### src/mode_link_map.vh
`ifndef MODE_LINK_MAP_VH
`define MODE_LINK_MAP_VH

// Register addresses on the host port.
`define ADDR_MODE_COMMAND     8'h03
`define ADDR_BUS_LINE_STATE   8'h04

// Field positions in mode_command.
`define CMD_SLEEP_BIT         2
`define CMD_IDLE_BIT          1
`define CMD_ACTIVATE_BIT      0

// Field positions in bus_line_state.
`define LINE_IDLE_BIT         0
`define LINE_ACTIVE_BIT       1

// Reset values.
`define MODE_COMMAND_RESET    8'h00

// Channel register offsets within a channel's register set.
`define CHAN_PTR_OFFSET       8'h02
`define CHAN_LEN_OFFSET       8'h03

// Message data area size in bytes.
`define MSG_AREA_BYTES        128

`endif
### src/link_resolver.v
`include "mode_link_map.vh"

module link_resolver
#(
	parameter CHANNELS = 14
)
(
	// Selected channel and its own buffer fields.
	input  wire [6:0]            own_pointer,
	input  wire [4:0]            own_length,
	// Pointer and length of every channel, flattened.
	input  wire [7*CHANNELS-1:0] all_pointer,
	input  wire [5*CHANNELS-1:0] all_length,
	// Resolved shared buffer.
	output reg  [6:0]            buf_start,
	output reg  [4:0]            buf_length,
	output reg                   link_fault
);

	integer i;

	always @*
	begin
		buf_start  = own_pointer;
		buf_length = own_length;
		link_fault = 1'b0;
		if (own_length == 5'h00)
		begin
			// The pointer names the target channel.
			buf_start  = 7'h00;
			buf_length = 5'h00;
			link_fault = 1'b1;
			for (i = 0; i < CHANNELS; i = i + 1)
			begin
				if (own_pointer == i[6:0])
				begin
					buf_start  = all_pointer[7*i +: 7];
					buf_length = all_length[5*i +: 5];
					// Target that is itself linked is rejected.
					link_fault = (all_length[5*i +: 5] == 5'h00);
				end
			end
		end
	end

endmodule

### src/mode_control.v
`include "mode_link_map.vh"

// Functional notes
// - Every reset lands in idle mode.
// - Transmit pin released while idle.
// - Activate set, idle clear makes active.
// - Line status reports idle state.
// - Sleep bit wins over other bits.
// - Sleep clears internals, stops clock.
// - Sleep blocks host access and clock out.
// - Only reset pin or soft reset wake.
// - Zero length marks channel linked.
// - Linked pointer gives target channel number.
// - Linked channel uses target's start, length.
// - Single linkage level only.
// - Other channel settings stay independent.
// - Buffers share one 128-byte area.
// - Idle waits for pending transmits.
module mode_control
#(
	parameter CHANNELS = 14,
	parameter CLK_DIV  = 2
)
(
	// Clock and synchronous reset.
	input  wire                  sys_clk,
	input  wire                  sys_rst,
	// Host register port, already decoded from the serial link.
	input  wire                  reg_wr,
	input  wire                  reg_rd,
	input  wire [7:0]            reg_addr,
	input  wire [7:0]            reg_wdata,
	output reg  [7:0]            reg_rdata,
	output wire                  host_access_ok,
	// Asynchronous software reset request from the serial port.
	input  wire                  soft_reset_n,
	// Transmit engine status and data.
	input  wire                  tx_pending,
	input  wire                  tx_data,
	output wire                  tx_out,
	output wire                  tx_oe_n,
	output wire                  core_active,
	output wire                  internal_clear,
	// Buffered clock output.
	output reg                   buffered_clock_output,
	// Channel linkage lookup.
	input  wire [6:0]            own_pointer,
	input  wire [4:0]            own_length,
	input  wire [7*CHANNELS-1:0] all_pointer,
	input  wire [5*CHANNELS-1:0] all_length,
	output wire [6:0]            buf_start,
	output wire [4:0]            buf_length,
	output wire                  link_fault,
	output wire [7:0]            buf_area_last
);

	localparam ST_IDLE   = 2'd0;
	localparam ST_ACTIVE = 2'd1;
	localparam ST_SLEEP  = 2'd2;

	reg  [1:0] state;
	reg  [1:0] next_state;
	reg  [7:0] mode_command;
	reg        soft_meta;
	reg        soft_sync;
	reg  [7:0] div_count;
	reg  [7:0] next_mode_command;
	reg  [7:0] next_div_count;
	reg        next_clock;
	reg  [7:0] next_rdata;
	wire [7:0] line_status;
	wire [31:0] area_last_full;

	wire sleeping   = (state == ST_SLEEP);
	// Sleep has no exit of its own: only the reset pin or the soft reset wakes it.
	wire wake_reset = sys_rst | ~soft_sync;

	assign host_access_ok = ~sleeping;
	assign core_active    = (state == ST_ACTIVE);
	assign tx_oe_n        = ~core_active;

	// The data line idles recessive so a pull-up and this output never fight.
	assign tx_out         = core_active ? tx_data : 1'b1;
	assign internal_clear = sleeping;

	// Every channel's buffer sits in one shared data area.
	assign area_last_full = `MSG_AREA_BYTES - 1;
	assign buf_area_last  = area_last_full[7:0];

	// Line status is built bit by bit so the field positions stay in one place.
	assign line_status[`LINE_IDLE_BIT]   = (state == ST_IDLE);
	assign line_status[`LINE_ACTIVE_BIT] = core_active;
	assign line_status[7:2]              = 6'h00;

	// Soft reset comes from another domain, so it is synchronised first.
	always @(posedge sys_clk)
	begin
		soft_meta <= soft_reset_n;
		soft_sync <= soft_meta;
	end

	// Writes are dropped in sleep, so a stale command cannot wake the core.
	always @*
	begin
		next_mode_command = mode_command;
		if (reg_wr && !sleeping && reg_addr == `ADDR_MODE_COMMAND)
			next_mode_command = reg_wdata;
	end

	always @(posedge sys_clk)
	begin
		if (wake_reset)
			mode_command <= `MODE_COMMAND_RESET;
		else
			mode_command <= next_mode_command;
	end

	always @*
	begin
		next_state = state;
		case (state)
			ST_IDLE, ST_ACTIVE:
			begin
				if (mode_command[`CMD_SLEEP_BIT])
					next_state = ST_SLEEP;
				else if (mode_command[`CMD_ACTIVATE_BIT] && !mode_command[`CMD_IDLE_BIT])
					next_state = ST_ACTIVE;
				else if (!tx_pending)
					// Idle is deferred while attempts remain, so no frame is cut short.
					next_state = ST_IDLE;
			end
			ST_SLEEP:
				next_state = ST_SLEEP;
			default:
				next_state = ST_IDLE;
		endcase
	end

	always @(posedge sys_clk)
	begin
		if (wake_reset)
			state <= ST_IDLE;
		else
			state <= next_state;
	end

	always @*
	begin
		next_div_count = div_count + 8'h01;
		next_clock     = buffered_clock_output;
		if (div_count == CLK_DIV - 1)
		begin
			next_div_count = 8'h00;
			next_clock     = ~buffered_clock_output;
		end
	end

	// The clock output models the stopped oscillator: it freezes low in sleep.
	// A host clocked from this pin stops with it, so only a reset revives it.
	always @(posedge sys_clk)
	begin
		if (wake_reset || sleeping)
		begin
			div_count             <= 8'h00;
			buffered_clock_output <= 1'b0;
		end
		else
		begin
			div_count             <= next_div_count;
			buffered_clock_output <= next_clock;
		end
	end

	// Read data holds until the next read, so the host may fetch it late.
	always @*
	begin
		next_rdata = reg_rdata;
		if (reg_rd && !sleeping)
		begin
			case (reg_addr)
				`ADDR_MODE_COMMAND:
					next_rdata = mode_command;
				`ADDR_BUS_LINE_STATE:
					next_rdata = line_status;
				default:
					next_rdata = 8'h00;
			endcase
		end
	end

	always @(posedge sys_clk)
	begin
		if (sys_rst)
			reg_rdata <= 8'h00;
		else
			reg_rdata <= next_rdata;
	end

	// Only buffer start and length are resolved; other settings stay per channel.
	link_resolver
	#(
		.CHANNELS    (CHANNELS)
	)
	u_link
	(
		.own_pointer (own_pointer),
		.own_length  (own_length),
		.all_pointer (all_pointer),
		.all_length  (all_length),
		.buf_start   (buf_start),
		.buf_length  (buf_length),
		.link_fault  (link_fault)
	);

endmodule

### config.mk
export PLATFORM = sky130hd
export DESIGN_NAME = mode_control
export DESIGN_NICKNAME = d
export VERILOG_FILES = /design/src/link_resolver.v /design/src/mode_control.v
export VERILOG_INCLUDE_DIRS = /design/src /design/src/src
export SDC_FILE = /design/constraint.sdc
export NUM_CORES = 1
export LEC_CHECK = 0
export CAP_MARGIN = 15
export CORE_AREA = 2 2 93 95
export CTS_CLUSTER_DIAMETER = 40
export CTS_CLUSTER_SIZE = 25
export DETAILED_ROUTE_END_ITERATION = 12
export DIE_AREA = 0 0 95 97
export DONT_BUFFER_PORTS = 1
export GPL_TIMING_DRIVEN = 0
export HOLD_SLACK_MARGIN = 0.06
export SLEW_MARGIN = 20
export SYNTH_ARGS = -nofsm -noshare
export SYNTH_HDL_FRONTEND = slang
export SYNTH_SLANG_ARGS = --single-unit
### constraint.sdc
create_clock -name sys_clk -period 1.7 [get_ports sys_clk]
set_input_delay 0 -clock sys_clk [delete_from_list [all_inputs] [get_ports sys_clk]]
set_output_delay 0 -clock sys_clk [all_outputs]
set_load 0.05 [all_outputs]
* Yosys cells after proc, flatten, opt, wreduce, memory -nomap -nowiden
Cells that the tools add are included.
** Cells by class
- $add $sub $neg :: 1
- Eq/ne operators :: 19
- Muxes and demuxes :: 51
- Bitwise gates (word level) :: 5
- Reductions and logical operators :: 26
** Operators with widths (number)
- $mux 7 :: 15
- $logic_not 5->1 :: 15
- $mux 5 :: 15
- $eq 7x4->1 const B :: 6
- $eq 7x3->1 const B :: 4
- $mux 1 :: 16
- $pmux 8 s2 :: 1
- $eq 7x2->1 const B :: 2
- $add 8x1->8 const B :: 1
- $eq 8x1->1 const B :: 1
- $eq 8x2->1 const B :: 1
- $eq 8x3->1 const B :: 1
- $eq 7x1->1 const B :: 1
- $logic_not 7->1 :: 1
- $mux 2 :: 3
- $logic_and 1x1->1 :: 4
- $ne 4x4->1 const B :: 1
- $not 1->1 :: 4
- $pmux 2 s2 :: 1
- $reduce_or 2->1 :: 2
- $eq 2x1->1 const B :: 1
- $eq 2x2->1 const B :: 1
- $logic_not 1->1 :: 2
- $logic_not 2->1 :: 1
- 2 further kinds :: 2
** Storage, ports and cells
- Flip-flop bits (word level) :: 29
- Input bits :: 203
- Output and inout bits :: 35

* Depth between registers and ports, before layout
- Word-level depth :: 16
- Gate-level depth with buffers :: 9
- Mapped depth without buffers :: 6

* Modules after synthesis
Synthesis repeated with hierarchy kept, for this count alone.
** Second synthesis, totals
- Cells, all modules :: 451
- Area total of the unflattened synthesis :: 3515.9 um2
** By module, submodules not included
- link_resolver :: instances 1, cells each 322, area an instance 2298.5 um2, sequential area each 0.0 um2
- mode_control :: instances 1, cells each 129, area an instance 1217.4 um2, sequential area each 580.6 um2

* Worst setup path after synthesis
Ideal clock, no wire load.
- Path kind :: input port to output port
- From :: input all_length[17]
- To :: output link_fault
- Arrival time :: 2.122 ns
- Data required time :: 1.700 ns
- Slack :: -0.422 ns
- Stages :: 6
- Path through :: or4_1 -> or3_1 -> a31oi_1 -> o22ai_1 -> a221o_1 -> a21oi_1
** On the way
- Longest elaborated chain between the ends :: 13
** Ends and longest elaborated chain
- from (decl) :: line mode_control.v:50 : input wire [5*CHANNELS-1:0] all_length,
- $logic_not 5->1 :: line link_resolver.v:40 : link_fault = (all_length[5*i +: 5] == 5'h00);
- $mux 1 (11 in series) :: line link_resolver.v:35 : if (own_pointer == i[6:0])
- $mux 1 :: line link_resolver.v:27 : if (own_length == 5'h00)
- to (decl) :: line mode_control.v:53 : output wire link_fault,
Every way passes these cells.

* Final worst setup path
Ends and elaborated chain as after synthesis.

==> impl_metrics.tcl <==
set metrics [dict create \
    grt_usage_pct 33.1 \
    via_count 4206 \
    ff2ff_setup_slack_ps 110 \
    power.density_nw_per_um2 489 \
    hold_class "in -> reg" \
    place_congestion 0.988 \
    hold_slack_ps 102 \
    vias_per_cell 7.07 \
    fillerInstances 796 \
    slew_headroom_pct 62.2 \
    cp_cell_sequence "or4_4 > or3_1 > a31oi_1 > o22ai_1 > a221o_1 > a21oi_4" \
    finalPower_mw 2.17 \
    cts.sinks 29 \
    finalCritPeriodShare_pct 112 \
    tightest_slew_ps 567 \
    area_growth_pct 31.8 \
    postLayoutCoreUtil_pct 54.6 \
    clk_path_buf_depth 2 \
    grt_overflow 0 \
    slew_viol_final 0 \
    synth.cell_area_sq_um 3370 \
    reg2reg_from "state[0]$_SDFFE_PP0P_" \
    crit_fanout 2 \
    cts_tree "done" \
    io_pins 238 \
    synth_seq_cells 29 \
    rr_worst_depth 6 \
    cts-buffers-inserted 5 \
    portBuffers 0 \
    worstReg2RegEnd "mode_command[6]$_SDFFE_PP0P_" \
    drc 0 \
    cp-end-kind "output port" \
    die_x_um 95 \
    synth_cell_types 57 \
    ys_seq_area_share_pct 17.2 \
    hold_end "reg_rdata[1]$_SDFFE_PP0P_" \
    start_kind "primary input" \
    required_ps 1700 \
    antenna_found_initial 0 \
    critPathTopFamily "compound AO/OA/AOI/OAI gates" \
    rows 33 \
    synth_edf_count 0 \
    slowest_delay_ps 500 \
    worstHoldStart "sys_rst" \
    ant_nets 0 \
    synthesis.instances 450 \
    dp_hpwl_um 12400 \
    setup_viol 3 \
    drt_iter0_markers 377 \
    grt_pass1_vias 4119 \
    period_needed_ps 1910 \
    arrival_ps 1910 \
    async_reset_ff_share_pct 0 \
    grt_max_degree 11 \
    yosys_warnings 0 \
    setup_slack_ps -209 \
    drt-total-wl_um 16000 \
    hold_violations 0 \
    stdcell_count 595 \
    vdd_ir_drop_max_mv 0.411 \
    die_h_um 97 \
    nets 694 \
    core-area_sq_um 8130 \
    holdPathStages 2 \
    violations "setup timing" \
    dr.pass1.iters 7 \
    slowest_stage "or4_4" \
    wl_per_cell_um 26.8 \
    final_layout_size_suffix_gt1_share_pct 27.3 \
    skew_ps 3.57 \
    die-area_sq_um 9220 \
    dp_cells 561 \
    power_leakage_nw 1.51 \
    cts.clk_slew.worst_paths_ps 70 \
    rsz0062_at_grt "yes" \
    diodes 0 \
    outcome "finished with violations" \
    insertion_delay_ps 290 \
    htreeDepth 2 \
    cts.root.buffer_cell "clkbuf_8" \
    cp_num_buf_inv 0 \
    grt_pass1_wl_um 23200 \
    crit_type "in -> out" \
    pre_cts_ws_ps -711 \
    maxCapViolCount 0 \
    start_util_pct 41.4 \
    max_freq_mhz 524 \
    avgSynthCellArea_sq_um 7.49 \
    synthFlopType "dfxtp_1" \
]
==> worst max-delay path by stage <==
stage	from	endpoint	slack, ps	cells after the start
5_1_grt	all_length[17]	link_fault	-250	6
3_3_place_gp	own_pointer[3]	buf_start[6]	-700	7
2_1_floorplan	own_pointer[3]	buf_start[6]	-40	7
4_1_cts	all_length[17]	link_fault	-190	6
6_report	all_length[17]	link_fault	-210	6
3_5_place_dp	own_pointer[3]	buf_start[6]	-710	7
==> repair_timing <==
| action | 4_1_cts | 5_1_grt |
|---|---|---|
| buffers inserted | 5 | 9 |
| endpoints found under the setup margin | 14 | 29 |
| endpoints found under the hold margin | 15 | 0 |
| gates resized for setup | 69 | 50 |
| pin swaps | 21 | 22 |
| hold buffers | 12 | 0 |
==> cells by family (layout without fill, tap and decap cells) <==
group,count (synthesis),in the layout,share of synthesized area (%)
and+or+nand+nor,171,171,25.9
AOI/OAI and AO/OA,138,138,27.9
buffers and inverters,53,87,7.68
muxes,48,48,18.5
DFF,29,29,17.2
xor gates and xnor gates,7,7,1.82
adders and majority gates,2,2,0.742
other,2,8,0.223
==> flip-flops by register name (all words and copies together) (netlist names) <==
signal / count
div_count: 8
reg_rdata: 8
soft_meta: 1
mode_command: 8
buffered_clock_output: 1
state: 2
soft_sync: 1
==> power breakdown <==
| group | switching [mW] | internal (mW) |
|---|---|---|
| combinational | 0.429 | 0.281 |
| clock | 0.284 | 0.476 |
| sequential | 0.0133 | 0.686 |
==> Yosys cell counts, types with 4 or more instances <==
| master | n | share of area (%) |
|---|---|---|
| nor2b_1 | 10 | 1.9 |
| a21oi_1 | 33 | 4.9 |
| o21bai_1 | 4 | 0.89 |
| dfxtp_1 | 29 | 17 |
| o21ai_0 | 25 | 3.7 |
| o211ai_1 | 4 | 0.89 |
| nor2_1 | 41 | 4.6 |
| o221ai_1 | 7 | 1.8 |
| clkbuf_1 | 16 | 1.8 |
| o21a_1 | 4 | 0.89 |
| a221oi_1 | 7 | 1.8 |
| mux2i_1 | 33 | 9.8 |
| nand2b_1 | 4 | 0.74 |
| nand3_1 | 22 | 3.3 |
| and3_1 | 6 | 1.1 |
| o2111ai_1 | 4 | 1.0 |
| or4_1 | 12 | 2.7 |
| mux4_2 | 11 | 7.3 |
| nor4_1 | 8 | 1.5 |
| buf_4 | 11 | 2.4 |
| nand2_1 | 31 | 3.5 |
| mux2_2 | 4 | 1.3 |
| a22oi_1 | 6 | 1.3 |
| buf_2 | 14 | 2.1 |
| xor2_1 | 6 | 1.6 |
| a32oi_1 | 6 | 1.6 |
| o22ai_1 | 7 | 1.3 |
| inv_1 | 10 | 1.1 |
| nor3_1 | 14 | 2.1 |
| or3_1 | 7 | 1.3 |
| a31oi_1 | 9 | 1.7 |
==> per-stage QoR <==
stage                     TNS, ps  cell area [sq um]
after floorplan             -64.1               3500
after global placement      -6470               3640
after detailed placement    -7040               3640
after CTS                    -387               4210
after global routing         -515               4440
final                        -300               4440
==> layout make-up <==
cell class                 count  area [sq um]  share of cell area, %
buffer                        43           357                   8.03
clock buffer                   6          82.6                   1.86
clock inverter                 2          37.5                  0.845
inverter                      10          37.5                  0.845
multi-input combinational    374          2990                   67.2
sequential                    29           581                   13.1
tap                          105           131                   2.96
timing repair buffer          26           229                   5.15
==> placed cells by master (no fill, tap or decap), types with 7 or more instances in the layout <==
cell type	netlist	final
mux4_2	11	11
o22ai_1	7	7
buf_4	11	29
a21oi_1	33	24
inv_1	10	10
nand2_1	31	27
nand3_1	22	22
buf_6	0	8
nor2_1	41	38
mux2i_1	33	33
or4_1	12	10
conb_1	2	8
nor3_1	14	10
dfxtp_1	29	29
dlygate4sd3_1	0	12
o21ai_0	25	23
nor2b_1	10	8
clkbuf_8	0	8
==> worst register-to-register path, cell delays in order (launching register included) <==
cell and delay (ps):
dfxtp_1 390, nand2b_1 120, clkbuf_4 270, and3_1 190, buf_4 190, mux2i_1 250
nor2_1 60
==> routing by layer <==
layer	vias up	GRT usage [%]	wire [um]
met4	0	13.0	734
met2	345	53.6	7350
met3	72	11.6	2190
met1	1979	39.7	5700
met5	-	0	0
li1	1810	-	-
No activity file was read; power rests on OpenSTA's default activity.
